`src/hw/opp_pkg.sv`:
```
// Constants, timing and carrier types for the PROM programmer controller.
// Assumes a single 40 MHz clock domain and an external supply switch for the
// programming level, steered by the vpp_high output of the controller.
package opp_pkg;

   // =========================================================================
   // Geometry
   localparam int ADDR_W = 17;
   localparam int DATA_W = 8;
   localparam int PAGE_BYTES = 4;
   localparam int ARRAY_BYTES = 32768;
   localparam int MAX_TRIES = 10;

   // =========================================================================
   // Timing
   localparam int CLK_MHZ = 40;
   localparam int PULSE_NS = 100000;
   localparam int PULSE_CYC = (PULSE_NS * CLK_MHZ + 999) / 1000;
   localparam int SETUP_CYC = 4;
   localparam int SAMPLE_CYC = 8;

   // =========================================================================
   // Commands
   typedef enum logic [1:0] {
      OPP_CMD_READ = 2'h0,
      OPP_CMD_BYTE = 2'h1,
      OPP_CMD_PAGE = 2'h2
   } opp_cmd_e;

   typedef struct packed {
      logic [ADDR_W-1:0] addr;
      logic [DATA_W*PAGE_BYTES-1:0] data;
      opp_cmd_e cmd;
   } opp_req_s;

   typedef struct packed {
      logic [DATA_W*PAGE_BYTES-1:0] data;
      logic fail;
      logic [3:0] tries;
   } opp_rsp_s;

   // Pin reset levels: all strobes inactive, data released.
   localparam logic PIN_IDLE = 1'b1;

endpackage

```
`src/hw/opp_sync.sv`:
```
// Two-flip-flop synchroniser for pin inputs.
// Assumes inputs are asynchronous to clk.
`timescale 1ns/1ps
`default_nettype none
module opp_sync #(
   parameter int WIDTH = 8
) (
   // Clock and reset
   input wire logic clk,
   input wire logic rst_b,
   input wire logic clk_en,
   // Data
   input wire logic [WIDTH-1:0] async_in,
   output logic [WIDTH-1:0] sync_out
);
   logic [WIDTH-1:0] meta_reg;

   always_ff @(posedge clk) begin
      if (!rst_b) begin
         meta_reg <= '0;
         sync_out <= '0;
      end else if (clk_en) begin
         meta_reg <= async_in;
         sync_out <= meta_reg;
      end
   end
endmodule // opp_sync
`default_nettype wire

```
`src/hw/opp_prom_programmer.sv`:
```
// PROM programmer controller: drives mode, supply, strobe, address and data
// pins of the one-time PROM, with read, byte program and page program.
// Assumes the supply switch settles within SETUP_CYC cycles of vpp_high.
`timescale 1ns/1ps
`default_nettype none
module opp_prom_programmer #(
   parameter int PULSE_CYCLES = opp_pkg::PULSE_CYC,
   parameter int TRIES = opp_pkg::MAX_TRIES
) (
   // Clock and reset
   input wire logic clk,
   input wire logic rst_b,
   input wire logic clk_en,
   // Request side
   input wire logic req_valid,
   input wire opp_pkg::opp_req_s req,
   output logic req_ready,
   output logic rsp_valid,
   output opp_pkg::opp_rsp_s rsp,
   // PROM pins
   output logic mode_select_low,
   output logic mode_select_high,
   output logic vpp_high,
   output logic chip_enable_n,
   output logic output_gate_n,
   output logic program_strobe_n,
   output logic [opp_pkg::ADDR_W-1:0] prom_address_bus,
   input wire logic [opp_pkg::DATA_W-1:0] prom_data_in,
   output logic [opp_pkg::DATA_W-1:0] prom_data_out,
   output logic prom_data_oe_n
);
   localparam int DW = opp_pkg::DATA_W;
   localparam int CW = $clog2(PULSE_CYCLES + 1) + 1;

   initial begin
      if (PULSE_CYCLES < 1 || TRIES < 1 || TRIES > 15) begin
         $error("opp_prom_programmer: bad parameter");
      end
   end

   // =========================================================================
   // Pin input synchroniser
   logic [DW-1:0] data_sync;

   opp_sync #(.WIDTH(DW)) u_sync (
      .clk(clk),
      .rst_b(rst_b),
      .clk_en(clk_en),
      .async_in(prom_data_in),
      .sync_out(data_sync)
   );

   // =========================================================================
   // Sequencer
   typedef enum logic [6:0] {
      ST_IDLE = 7'h01,
      ST_SETUP = 7'h02,
      ST_LATCH = 7'h04,
      ST_PULSE = 7'h08,
      ST_VERIFY = 7'h10,
      ST_SAMPLE = 7'h20,
      ST_DONE = 7'h40
   } opp_state_e;

   opp_state_e state_reg;
   opp_pkg::opp_req_s job_reg;
   logic [CW-1:0] cnt_reg;
   logic [1:0] idx_reg;
   logic [3:0] tries_reg;
   logic mismatch_reg;
   logic [DW*opp_pkg::PAGE_BYTES-1:0] got_reg;

   function automatic logic [DW-1:0] pick_byte(input logic [DW*4-1:0] w, input logic [1:0] i);
      pick_byte = w[i*DW +: DW];
   endfunction

   logic is_prog;
   logic is_page;
   assign is_prog = (job_reg.cmd != opp_pkg::OPP_CMD_READ);
   assign is_page = (job_reg.cmd == opp_pkg::OPP_CMD_PAGE);

   logic [1:0] last_idx;
   assign last_idx = is_page ? 2'h3 : 2'h0;

   always_ff @(posedge clk) begin
      if (!rst_b) begin
         state_reg <= ST_IDLE;
         job_reg <= '0;
         cnt_reg <= '0;
         idx_reg <= 2'h0;
         tries_reg <= 4'h0;
         mismatch_reg <= 1'b0;
         got_reg <= '0;
      end else if (clk_en) begin
         case (state_reg)
            ST_IDLE: begin
               if (req_valid) begin
                  job_reg <= req;
                  cnt_reg <= CW'(opp_pkg::SETUP_CYC);
                  idx_reg <= 2'h0;
                  tries_reg <= 4'h0;
                  mismatch_reg <= 1'b0;
                  state_reg <= ST_SETUP;
               end
            end
            ST_SETUP: begin
               if (cnt_reg == '0) begin
                  cnt_reg <= CW'(opp_pkg::SAMPLE_CYC);
                  if (is_page) begin
                     state_reg <= ST_LATCH;
                  end else if (is_prog) begin
                     cnt_reg <= CW'(PULSE_CYCLES);
                     state_reg <= ST_PULSE;
                  end else begin
                     state_reg <= ST_SAMPLE;
                  end
               end else begin
                  cnt_reg <= cnt_reg - 1'b1;
               end
            end
            ST_LATCH: begin
               if (cnt_reg == '0) begin
                  cnt_reg <= CW'(opp_pkg::SAMPLE_CYC);
                  if (idx_reg == 2'h3) begin
                     idx_reg <= 2'h0;
                     cnt_reg <= CW'(PULSE_CYCLES);
                     state_reg <= ST_PULSE;
                  end else begin
                     idx_reg <= idx_reg + 1'b1;
                  end
               end else begin
                  cnt_reg <= cnt_reg - 1'b1;
               end
            end
            ST_PULSE: begin
               if (cnt_reg == '0) begin
                  tries_reg <= tries_reg + 1'b1;
                  mismatch_reg <= 1'b0;
                  idx_reg <= 2'h0;
                  cnt_reg <= CW'(opp_pkg::SAMPLE_CYC);
                  state_reg <= ST_VERIFY;
               end else begin
                  cnt_reg <= cnt_reg - 1'b1;
               end
            end
            ST_VERIFY: begin
               if (cnt_reg == '0) begin
                  got_reg[idx_reg*DW +: DW] <= data_sync;
                  cnt_reg <= CW'(opp_pkg::SAMPLE_CYC);
                  if (data_sync != pick_byte(job_reg.data, idx_reg)) begin
                     mismatch_reg <= 1'b1;
                  end
                  if (idx_reg == last_idx) begin
                     if ((mismatch_reg || data_sync != pick_byte(job_reg.data, idx_reg))
                         && tries_reg < 4'(TRIES)) begin
                        idx_reg <= 2'h0;
                        state_reg <= is_page ? ST_LATCH : ST_PULSE;
                        if (!is_page) begin
                           cnt_reg <= CW'(PULSE_CYCLES);
                        end
                     end else begin
                        state_reg <= ST_DONE;
                     end
                  end else begin
                     idx_reg <= idx_reg + 1'b1;
                  end
               end else begin
                  cnt_reg <= cnt_reg - 1'b1;
               end
            end
            ST_SAMPLE: begin
               if (cnt_reg == '0) begin
                  got_reg <= {{(DW*3){1'b0}}, data_sync};
                  state_reg <= ST_DONE;
               end else begin
                  cnt_reg <= cnt_reg - 1'b1;
               end
            end
            ST_DONE: begin
               state_reg <= ST_IDLE;
            end
            default: begin
               state_reg <= ST_IDLE;
            end
         endcase
      end
   end

   // =========================================================================
   // Response and handshake
   always_ff @(posedge clk) begin
      if (!rst_b) begin
         req_ready <= 1'b0;
         rsp_valid <= 1'b0;
         rsp <= '0;
      end else if (clk_en) begin
         req_ready <= (state_reg == ST_DONE) ||
                      (state_reg == ST_IDLE && !req_valid && !req_ready);
         rsp_valid <= (state_reg == ST_DONE);
         if (state_reg == ST_DONE) begin
            rsp.data <= got_reg;
            rsp.fail <= is_prog && mismatch_reg;
            rsp.tries <= tries_reg;
         end
      end
   end

   // =========================================================================
   // Pin drive. The program strobe only goes low while the elevated supply is applied,
   // so a read-level job can never disturb the array.
   logic busy;
   assign busy = (state_reg != ST_IDLE) && (state_reg != ST_DONE);

   always_ff @(posedge clk) begin
      if (!rst_b) begin
         mode_select_low <= 1'b0;
         mode_select_high <= 1'b0;
         vpp_high <= 1'b0;
         chip_enable_n <= opp_pkg::PIN_IDLE;
         output_gate_n <= opp_pkg::PIN_IDLE;
         program_strobe_n <= opp_pkg::PIN_IDLE;
         prom_address_bus <= '0;
         prom_data_out <= '0;
         prom_data_oe_n <= opp_pkg::PIN_IDLE;
      end else if (clk_en) begin
         mode_select_low <= busy;
         mode_select_high <= busy;
         vpp_high <= busy && is_prog;
         prom_address_bus <= job_reg.addr + {15'h0, idx_reg};
         prom_data_out <= pick_byte(job_reg.data, idx_reg);
         case (state_reg)
            ST_LATCH: begin
               // enable high, gate low, strobe high, data driven
               chip_enable_n <= 1'b1;
               output_gate_n <= 1'b0;
               program_strobe_n <= 1'b1;
               prom_data_oe_n <= 1'b0;
            end
            ST_PULSE: begin
               // low pulse only at elevated supply
               chip_enable_n <= !(!is_page);
               output_gate_n <= 1'b1;
               program_strobe_n <= !(is_prog && vpp_high);
               prom_data_oe_n <= is_page;
            end
            ST_VERIFY, ST_SAMPLE: begin
               // enable low, gate low, strobe high, bus released
               chip_enable_n <= 1'b0;
               output_gate_n <= 1'b0;
               program_strobe_n <= 1'b1;
               prom_data_oe_n <= 1'b1;
            end
            default: begin
               chip_enable_n <= 1'b1;
               output_gate_n <= 1'b1;
               program_strobe_n <= 1'b1;
               prom_data_oe_n <= 1'b1;
            end
         endcase
      end
   end

   // =========================================================================
   // Checks
   strobe_needs_vpp_a: assert property (@(posedge clk) disable iff (!rst_b)
      !program_strobe_n |-> vpp_high)
      else $error("strobe low without elevated supply");
   no_drive_read_a: assert property (@(posedge clk) disable iff (!rst_b)
      !output_gate_n |-> (prom_data_oe_n || chip_enable_n))
      else $error("bus contention while device drives");
   tries_bound_a: assert property (@(posedge clk) disable iff (!rst_b)
      rsp_valid |-> rsp.tries <= 4'(TRIES))
      else $error("too many attempts");
   mode_pins_a: assert property (@(posedge clk) disable iff (!rst_b)
      !chip_enable_n |-> (mode_select_low && mode_select_high))
      else $error("access outside PROM mode");
   page_latch_a: assert property (@(posedge clk) disable iff (!rst_b)
      (!prom_data_oe_n && !output_gate_n) |-> (chip_enable_n && program_strobe_n && vpp_high))
      else $error("data driven with gate low outside page latch");
   idle_pins_a: assert property (@(posedge clk) disable iff (!rst_b)
      !mode_select_high |-> (chip_enable_n && program_strobe_n && prom_data_oe_n))
      else $error("pins active outside PROM mode");
   cover_read_c: cover property (@(posedge clk) rsp_valid && !rsp.fail && rsp.tries == 4'h0);
   cover_retry_c: cover property (@(posedge clk) rsp_valid && rsp.tries > 4'h1);
   cover_fail_c: cover property (@(posedge clk) rsp_valid && rsp.fail);
endmodule // opp_prom_programmer
`default_nettype wire

```
`config.mk`:
```
export PLATFORM = sky130hd
export DESIGN_NAME = opp_prom_programmer
export DESIGN_NICKNAME = d
export VERILOG_FILES = /design/src/hw/opp_pkg.sv /design/src/hw/opp_sync.sv /design/src/hw/opp_prom_programmer.sv
export SDC_FILE = /design/constraint.sdc
export NUM_CORES = 1
export LEC_CHECK = 0
export BUFFER_PORTS_ARGS = -buffer_cell sky130_fd_sc_hd__buf_2
export CORE_UTILIZATION = 57
export CTS_CLUSTER_SIZE = 28
export DETAILED_ROUTE_END_ITERATION = 16
export GPL_TIMING_DRIVEN = 0
export PLACE_DENSITY = 0.89
export SYNTH_ARGS = -nofsm -noshare
export SYNTH_HDL_FRONTEND = slang
export SYNTH_SLANG_ARGS = --single-unit
```
`constraint.sdc`:
```
create_clock -name clk -period 3 [get_ports clk]
set_clock_uncertainty 0.1 [all_clocks]
set_input_delay 0.45 -clock clk [delete_from_list [all_inputs] [get_ports clk]]
set_output_delay 0.45 -clock clk [all_outputs]
set_load 0.005 [all_outputs]
```
==> implementation parameters, run 1 <==
Parameter                              Value

Clock tree
  CTS tree ... done
  Clock Pin Slew Worst Setup and Hold Paths ... 0.07 ns
  Clock latency on the worst-skew pair ... 0.44 ns
  Clock Tree Root ... clkbuf_16
  Deepest clock path buffer count ... 2
  Number of hold buffers added after cts ... 0
  CTS Sinks ... between 150 and 200
  CTS Buf Count ... 17
  Number of levels the H-tree was split into ... 4

Drt
  Sum of routed wire length over all layers ... ~24000 um
  DRT Pass-1 Iters ... 5
  Routed Antenna Nets ... 0
  Wire length per cell ... roughly 16 um
  Final routed DRC violation total ... 0
  1st-iter DRT viols ... 748
  Via count ... approximately 8000
  Ratio of routed vias to standard cells ... around 5.7

STA
  Slew at the pin with the worst max-slew slack ... 0.881 ns
  Slew Limit Headroom ... around two fifths
  Period Utilization, post-route ... a little over nine tenths
  Final min period ... 2.88 ns
  Setup TNS after final layout ... 0 ns
  Number of max-slew violations in the final report ... 0
  FMAX ... ~350 MHz
  Number of failing hold endpoints at the final stage ... 0
  Final hold slack ... ~0.15 ns
  # setup viols final ... 0

Logic synthesis
  Net count of the mapped netlist ... 1122
  Flop and latch count out of synthesis ... just under 200
  Share of the synthesized area in the top cell type ... 43.8%
  Share of the yosys chip area belonging to registers ... a little over two fifths
  Number of synthesized flops with an enable pin ... 0
  Library cells used by synthesis ... 75
  Total standard cell area after synthesis ... ~0.0090 mm2
  Fraction of registers with async set or reset after synthesis ... 0%
  Synthesized area per cell ... ~8.5 um2
  Most used flip-flop cell after synthesis ... dfxtp_1
  Total number of yosys warnings ... 0
  Area leader, netlist ... dfxtp_1
  Number of instances in the synthesized netlist ... 1050
  Leading post-synthesis cells by cell area ... dfxtp_1 (44%), nand2_1 (10%), a21boi_0 (9.4%)

Min path
  Worst hold path stage count ... 3
  Worst hold-check path type ... input pin to flop

Cells and area
  Number of nets at the end of the flow ... approximately 1300
  Antenna Cells ... 0
  Flip-flop count of the largest register after layout ... a little over 50
  Layout-stage area growth over the synthesis result ... 18.4%
  Post-Route Utilization ... a little over two thirds
  Most common cell after layout, fill and taps aside ... nand2_1
  Filler Cells Inserted ... 1162
  Top library cells by usage in the layout, fill and taps aside ... nand2_1 (249), dfxtp_1 (194), buf_2 (139), a21boi_0 (112), clkbuf_1 (53)
  Share of cells above drive strength 1 ... between 10% and 20%

Setup path
  Required time at the worst-slack endpoint ... 3.28 ns
  Worst reg2reg setup slack ... approximately 0.12 ns
  Terminus of the critical flop-to-flop path ... prom_address_bus[14]
  Crit path capture type ... flop
  R2r worst-path depth ... 10
  Beginning of the worst register-to-register path ... idx_reg[1]
  Sum of buffers and inverters on the critical path ... 4
  Critical path capture point ... prom_address_bus[14]
  Delay of the slowest critical-path stage ... approximately 0.45 ns
  Crit path cell chain ... clkbuf_4 > buf_4 > inv_1 > fa_2 > nor3b_2 > nand4_1 > buf_4 > or3_1 > nand3_1 > o211a_1
  CP most frequent cell ... buf_4
  Worst path arrival time ... between 3 and 4 ns
  Startpoint Class ... flop
  Crit-path slowest cell ... fa_2
  Crit path launch ... idx_reg[1]
  Critical path start-end classification ... flop to flop
  Cell family with most CP delay ... buffers and inverters
  Maximum fanout along the worst path ... 10
  Crit path depth ... 10

Floorplan
  Die area ... about 0.016 mm2
  I/O pin cnt ... around 130
  Starting Density ... slightly below 60%
  Die Width ... ~130 um
  Number of rows in the core area ... between 40 and 50
  Area of the core region ... 0.0153 mm2
  Die height ... 127 um

Global routing
  Pin count of the biggest net entering global routing ... 18
  GR Overflow Total ... 0
  Global-route wire length before repair ... 37500 um
  Number of global-route vias before repair ... 7480
  Initial antenna violation count ... 0
  Global router's overall resource usage ... ~29%

Power and ir drop
  Static power due to leakage ... 4.18 nW
  Power Density ... 554 mW/mm2
  Largest vdd supply drop ... 464 uV

Status
  Run status ... finished, final reports clean

Place
  Half-perimeter wire length after placement ... 16600 um
  Routability cong. ... roughly 0.93
  Port-buffer cells ... around 130

Run
  Max-cap violations ... 0
[cell usage after synthesis, drive strengths merged, types with 2 or more instances]
library cell and count:
xnor2 12, and2 10, o21ai 41, clkbuf 51, mux4 3, or4 2
a32oi 3, xor2 11, dfxtp 196, nand2 250, nand3 44, nor2b 40
a31oi 3, or3 5, and4 4, nand2b 11, o211a 15, nand4 8
inv 16, nor2 34, buf 23, nor4 7, mux2i 38, o32ai 2
a211oi 3, o221ai 2, mux2 2, o31a 2, o21a 5, o41ai 3
ha 8, nor3b 3, nor3 7, nand4b 2, a22oi 9, a21oi 18
a221o 2, o211ai 4, or2 4, o22ai 2, nand3b 2, and4bb 2
and3 6, a21boi 119
[worst min-delay path by stage]
stage	startpoint	end	slack, ns
finish	req[19]	job_reg[19]	0.15
global route	req[24]	job_reg[24]	0.16
CTS	req[19]	job_reg[19]	0.14
detailed placement	cnt_reg[12]	cnt_reg[12]	0.32
global placement	cnt_reg[12]	cnt_reg[12]	0.32
floorplan	cnt_reg[12]	cnt_reg[12]	0.31
[cell type report]
class | count | area [um2] | share of cell area, %
repair buffers | 136 | 693 | 6.53
clock buffers | 20 | 447 | 4.21
multi-input cells | 763 | 4740 | 44.7
inverters | 17 | 63.8 | 0.601
plain buffers | 74 | 325 | 3.07
flip-flops and latches | 196 | 3930 | 37.0
well taps | 211 | 264 | 2.49
clock inverters | 12 | 149 | 1.40
[metal layers]
layer | part of all wire, % | routed length (um) | global-route usage [%]
met5 | 0 | 0 | 0
met1 | 43 | 10200 | 37.5
met3 | 6.2 | 1450 | 4.86
met4 | 3.6 | 852 | 14.3
met2 | 47 | 11100 | 48.5
[tightest hold or removal path, stage by stage]
cell	delay, ns
buf_2	0.10
nand2_1	0.04
a21boi_0	0.06
[stage by stage]
step | power [mW] | worst slack [ns] | instances | instance area [um2]
finish | 5.88 | 0.122 | 1429 | 10600
detailed placement | 3.56 | -0.263 | 1392 | 9880
CTS | 5.82 | -0.0583 | 1425 | 10500
global route | 6.06 | -0.0480 | 1429 | 10600
floorplan | 3.32 | 0.345 | 1050 | 8960
global placement | 3.54 | -0.227 | 1392 | 9880
[where the power goes]
part	total (mW)	internal, mW	switching (mW)	leakage, nW
clock network	2.31	1.27	1.04	0.283
registers	2.77	2.69	0.0797	1.59
logic	0.796	0.316	0.480	2.31
[cells by family (layout without fill, tap and decap cells)]
family | Yosys count | count (layout) | share of synthesized area [%]
buffers and inverters | 91 | 259 | 4.26
adder cells (fa/ha/maj) | 9 | 9 | 1.34
XOR/XNOR | 23 | 23 | 2.25
AO/OA/AOI/OAI | 243 | 243 | 19.8
flip-flops | 196 | 196 | 43.8
multiplexers | 43 | 43 | 5.25
AND/OR/NAND/NOR | 445 | 445 | 23.3
[repair_timing]
| item | 4_1_cts | 5_1_grt |
|---|---|---|
| pin swaps | 1 | 8 |
| setup buffers | 1 | 4 |
| setup endpoints to repair | 7 | 91 |
| gates resized for setup | 4 | 19 |
Power figures use the tool's default switching activity.
==> run 2, diff against run 1 <==
PLACE_DENSITY = 0.8   (was 0.89)
==> run 2 against run 1 <==
- wire length shrank 0.88%
- sequential share of layout area barely moved
- register-to-register slack worse by 0.03 ns
- cell area barely moved
- maximum frequency down 1.2%
- worst setup slack worse by 0.034 ns
- non-clock buffer count increased by 2
==> implementation parameters, run 2 (synthesis results as in run 1) <==
Parameter                              Value

Clock tree
  CTS Buf Count ... 17
  Clock Tree Root ... clkbuf_16
  Deepest clock path buffer count ... 2
  Clock latency on the worst-skew pair ... 0.43 ns
  CTS Sinks ... approximately 200
  Clock Pin Slew Worst Setup and Hold Paths ... around 0.07 ns
  CTS tree ... done
  Number of levels the H-tree was split into ... 4
  Number of hold buffers added after cts ... 0

Cells and area
  Layout-stage area growth over the synthesis result ... 18.3%
  Share of cells above drive strength 1 ... 18.3%
  Post-route non-filler standard cell count ... 1430
  Summed area of non-filler cells in the final layout ... approximately 0.011 mm2
  Top library cells by usage in the layout, fill and taps aside ... nand2_1 (249), dfxtp_1 (194), buf_2 (139), a21boi_0 (112), clkbuf_1 (49)
  Number of nets at the end of the flow ... around 1300
  Flip-flop count of the largest register after layout ... ~50
  Most common cell after layout, fill and taps aside ... nand2_1
  Antenna Cells ... 0

Setup path
  Critical path start-end classification ... flop to flop
  Worst path arrival time ... 3.13 ns
  Worst reg2reg setup slack ... slightly below 0.09 ns
  Maximum fanout along the worst path ... 10
  Required time at the worst-slack endpoint ... between 3 and 4 ns
  Beginning of the worst register-to-register path ... idx_reg[1]
  Startpoint Class ... flop
  Terminus of the critical flop-to-flop path ... cnt_reg[10]
  R2r worst-path depth ... 10
  Crit path capture type ... flop

Floorplan
  Die area ... roughly 0.016 mm2
  Die Width ... ~130 um
  I/O pin cnt ... ~130
  Number of rows in the core area ... 45
  Area of the core region ... ~0.015 mm2
  Die height ... 127 um
  Starting Density ... 58.7%

Drt
  Via count ... 8037
  Wire length per cell ... between 15 and 20 um
  Sum of routed wire length over all layers ... approximately 23000 um
  1st-iter DRT viols ... 690
  Ratio of routed vias to standard cells ... between 5 and 6
  Final routed DRC violation total ... 0
  DRT Pass-1 Iters ... 6
  Routed Antenna Nets ... 0

Min path
  Hold_sp ... req[23]
  Worst hold path stage count ... 3
  Worst hold-check path type ... input pin to flop
  Hold EP ... job_reg[23]

Place
  Total cell area at the placement stage ... 0.00988 mm2
  Placed instance count ... approximately 1400
  Routability cong. ... 0.919
  Half-perimeter wire length after placement ... 16600 um
  Port-buffer cells ... 131

Run
  Max-cap violations ... 0

STA
  FMAX ... 343 MHz
  Slew at the pin with the worst max-slew slack ... approximately 0.7 ns
  Number of failing hold endpoints at the final stage ... 0
  Period Utilization, post-route ... 97.1%
  # setup viols final ... 0
  Setup repair after global routing missed its margin ... no
  Final min period ... 2.91 ns
  Number of max-slew violations in the final report ... 0
  Slew Limit Headroom ... approximately 53%

Global routing
  Pin count of the biggest net entering global routing ... 18
  GR Overflow Total ... 0
  Global router's overall resource usage ... roughly 30%
  Global-route wire length before repair ... 37900 um
  Initial antenna violation count ... 1
  Number of global-route vias before repair ... ~7400

Power and ir drop
  Static power due to leakage ... between 4 and 5 nW
  Largest vdd supply drop ... slightly above 400 uV
  Power Density ... 550 mW/mm2

Status
  Run status ... finished, final reports clean
==> run 2: routing by layer <==
metal | global-route usage [%] | wire (um) | vias up
met4 | 10.6 | 534 | 0
li1 | - | - | 3925
met1 | 40.1 | 10300 | 3736
met2 | 48.1 | 10800 | 333
met3 | 4.86 | 1640 | 43
met5 | 0 | 0 | -
==> run 2: area by class of cell <==
cell class              count  area, um2
fillers                  1233       4660
inverters                  17       63.8
repair buffers            138        708
plain buffers              74        333
flip-flops and latches    196       3930
well taps                 211        264
clock buffers              20        457
multi-input cells         763       4730
clock inverters            11        116
==> run 2: through the flow <==
| stage | hold slack (ns) | utilization (%) | setup slack (ns) | setup TNS, ns | power (mW) |
|---|---|---|---|---|---|
| global placement | 0.320 | 64.7 | -0.326 | -1.23 | 3.55 |
| detailed placement | 0.331 | 64.7 | -0.377 | -1.57 | 3.56 |
| global route | 0.165 | 69.5 | 0.0147 | 0 | 6.05 |
| CTS | 0.153 | 68.8 | 0.000977 | 0 | 5.77 |
| finish | 0.156 | 69.5 | 0.0877 | 0 | 5.83 |
| floorplan | 0.312 | - | 0.345 | 0 | 3.32 |
==> run 2: worst max path at each step <==
stage	cells past startpoint	end	start	slack, ns
final	10	cnt_reg[10]	idx_reg[1]	0.09
after global routing	9	cnt_reg[5]	idx_reg[0]	0.01
after CTS	10	cnt_reg[10]	idx_reg[1]	0.001
after detailed placement	9	cnt_reg[10]	idx_reg[1]	-0.38
after global placement	10	cnt_reg[10]	idx_reg[1]	-0.33
after floorplan	9	cnt_reg[10]	idx_reg[0]	0.34
==> run 2: repair_timing <==
item                                    CTS  global route
endpoints found under the setup margin    7            64
buffers inserted                          0             7
pin swaps                                 1             5
cloned                                    0             0
resized for setup                         9            21
==> run 2: power breakdown <==
group          leakage, nW  internal (mW)  switching, mW
sequential            1.59           2.69         0.0776
clock                0.283           1.21           1.04
combinational         2.33          0.332          0.481
total                 4.20           4.23           1.59
==> run 2: worst max-delay path, cell delays in order (launching register included) <==
cell	delay, ns
dfxtp_2	0.38
buf_4	0.20
buf_4	0.24
mux2i_2	0.30
xnor2_1	0.10
o21ai_0	0.22
nand4_1	0.28
a211oi_4	0.45
a211o_1	0.21
nor4_1	0.05
a221o_1	0.26
==> run 3, diff against run 2 <==
CTS_CLUSTER_DIAMETER = 100   (was default)
MAX_ROUTING_LAYER = met4   (was default)
==> run 3 against run 2 <==
- register-to-register slack worse by 0.05 ns
- critical path type unchanged
- global-route usage increased by 0.90 points
- sequential share of layout area is 0.052 points lower
- die area unchanged
- wire length down 0.52%
- power increased by 2.5%
- via count down 0.26%
- maximum frequency fell by 1.7%
- core utilization is 0.098 points higher
- largest power group unchanged
==> implementation parameters, run 3 (synthesis results as in run 1) <==
Parameter                              Value

STA
  FMAX ... roughly 340 MHz
  Period Utilization, post-route ... around 99%
  Setup repair after global routing missed its margin ... yes
  Setup TNS after final layout ... 0 ns
  Number of max-slew violations in the final report ... 0
  Final min period ... around 3.0 ns
  Number of failing hold endpoints at the final stage ... 0
  Slew Limit Headroom ... approximately half
  # setup viols final ... 0
  Slew at the pin with the worst max-slew slack ... ~0.77 ns

Drt
  1st-iter DRT viols ... between 500 and 600
  Sum of routed wire length over all layers ... approximately 23000 um
  DRT Pass-1 Iters ... 5
  Via count ... 8016
  Routed Antenna Nets ... 0
  Wire length per cell ... roughly 16 um
  Ratio of routed vias to standard cells ... between 5 and 6
  Final routed DRC violation total ... 0
  Wire length on met1 ... 10200 um
  Detail Route met2 WL ... between 10000 and 15000 um
  Uppermost metal layer occupied by signal nets ... met4
  Routed met3 length ... between 1500 and 2000 um

Global routing
  GR Overflow Total ... 0
  Number of global-route vias before repair ... 7508
  Pin count of the biggest net entering global routing ... 19
  Initial antenna violation count ... 0
  Global router's overall resource usage ... a little under a third
  Global-route wire length before repair ... 37800 um

Power and ir drop
  Design Power ... 5.98 mW
  Power Density ... ~560 mW/mm2
  Static power due to leakage ... between 4 and 5 nW
  Largest vdd supply drop ... roughly 440 uV

Floorplan
  Area of the core region ... 0.0153 mm2
  I/O pin cnt ... 134
  Die height ... 127 um
  Number of rows in the core area ... 45
  Starting Density ... between 50% and 60%
  Die Width ... 127 um
  Die area ... between 0.015 and 0.02 mm2

Cells and area
  Top library cells by usage in the layout, fill and taps aside ... nand2_1 (249), dfxtp_1 (194), buf_2 (139), a21boi_0 (112), clkbuf_1 (48)
  Share of cells above drive strength 1 ... about 18%
  Antenna Cells ... 0
  Summed area of non-filler cells in the final layout ... between 0.01 and 0.015 mm2
  Post-Route Utilization ... 69.6%
  Number of nets at the end of the flow ... approximately 1300
  Layout-stage area growth over the synthesis result ... 18.5%
  FF+latch area ... ~0.004 mm2
  Area taken by multi-input logic gates ... about 0.0047 mm2
  Filler Cells Inserted ... ~1300
  Post-route non-filler standard cell count ... about 1400
  Flip-flop count of the largest register after layout ... 51
  Most common cell after layout, fill and taps aside ... nand2_1

Setup path
  Beginning of the worst register-to-register path ... idx_reg[1]
  Delay of the slowest critical-path stage ... 0.43 ns
  Crit path capture type ... flop
  Maximum fanout along the worst path ... 10
  Critical path start-end classification ... flop to flop
  Startpoint Class ... flop
  Crit-path slowest cell ... a211oi_4
  Worst path arrival time ... 3.19 ns
  Crit path launch ... idx_reg[1]
  Crit path cell chain ... clkbuf_4 > buf_4 > mux2i_1 > xnor2_1 > o21ai_0 > nand4_1 > a211oi_4 > a211o_1 > nor4_1 > a221o_1
  Required time at the worst-slack endpoint ... around 3.2 ns

Clock tree
  Clock latency on the worst-skew pair ... ~0.44 ns
  Clock Pin Slew Worst Setup and Hold Paths ... ~0.08 ns
  CTS Sinks ... between 150 and 200
  Deepest clock path buffer count ... 2
  Clock Tree Root ... clkbuf_16
  CTS tree ... done
  Number of levels the H-tree was split into ... 4
  Number of hold buffers added after cts ... 0
  CTS Buf Count ... 17

Min path
  Hold_sp ... req[23]
  Worst hold-check path type ... input pin to flop

Place
  Placed instance count ... 1392
  Total cell area at the placement stage ... 0.00988 mm2
  Routability cong. ... 0.927
  Half-perimeter wire length after placement ... between 15000 and 20000 um
  Port-buffer cells ... 131

Status
  Run status ... finished, final reports clean

Run
  Max-cap violations ... 0
## run 3: changes by cell type in the layout (fill, tap and decap cells not counted), moves of 2 or more
| cell | previous run | this run |
|---|---|---|
| bufinv_16 | 1 | 3 |
| nor3_2 | 2 | 0 |
| nor3_1 | 5 | 7 |
| nor2_1 | 31 | 33 |
| nor2_2 | 3 | 1 |
| buf_4 | 10 | 5 |
## run 3: metal layers
metal	up-vias	GRT usage, %
li1	3916	-
met1	3727	39.6
met2	319	48.5
met3	54	4.19
met4	0	12.0
met5	-	-
## run 3: cell type report
| class | instances | share of cell area, % |
|---|---|---|
| Buffer | 74 | 3.15 |
| Clock buffer | 19 | 4.17 |
| Clock inverter | 13 | 1.77 |
| Inverter | 17 | 0.601 |
| Multi-Input combinational cell | 763 | 44.4 |
| Sequential cell | 196 | 37.0 |
| Tap cell | 211 | 2.49 |
| Timing Repair Buffer | 134 | 6.39 |
## run 3: repair_timing
item	CTS	global route
gates cloned	0	0
pin swaps	1	4
gates resized for setup	8	17
setup endpoints to repair	8	68
endpoints found under the hold margin	0	0
buffers inserted	0	3
## run 3: report_power, final
group | internal, mW | switching, mW | leakage (nW)
clock | 1.37 | 1.06 | 0.307
combinational | 0.303 | 0.473 | 2.30
sequential | 2.69 | 0.0780 | 1.59
total | 4.36 | 1.61 | 4.20
## run 3: worst paths after layout
kind	end	slack [ns]	cells after the start
setup / recovery	cnt_reg[10]	0.04	10
setup reg to reg	cnt_reg[10]	0.04	10
hold reg to reg	cnt_reg[12]	0.34	2
hold / removal	job_reg[23]	0.14	3
## run 3: critical path: cells and delay by family (launching register included)
family / cells / cell delay, ns
DFF: 1 / 0.40
and+or+nand+nor: 2 / 0.31
xor gates and xnor gates: 1 / 0.09
muxes: 1 / 0.33
AOI/OAI and AO/OA: 4 / 1.12
buffers and inverters: 2 / 0.48
## run 3: stage by stage
stage               hold WS (ns)  setup WS (ns)
global route               0.162        -0.0224
detailed placement         0.327         -0.348
finish                     0.144         0.0387
global placement           0.320         -0.326
CTS                        0.147        0.00124
floorplan                  0.312          0.345
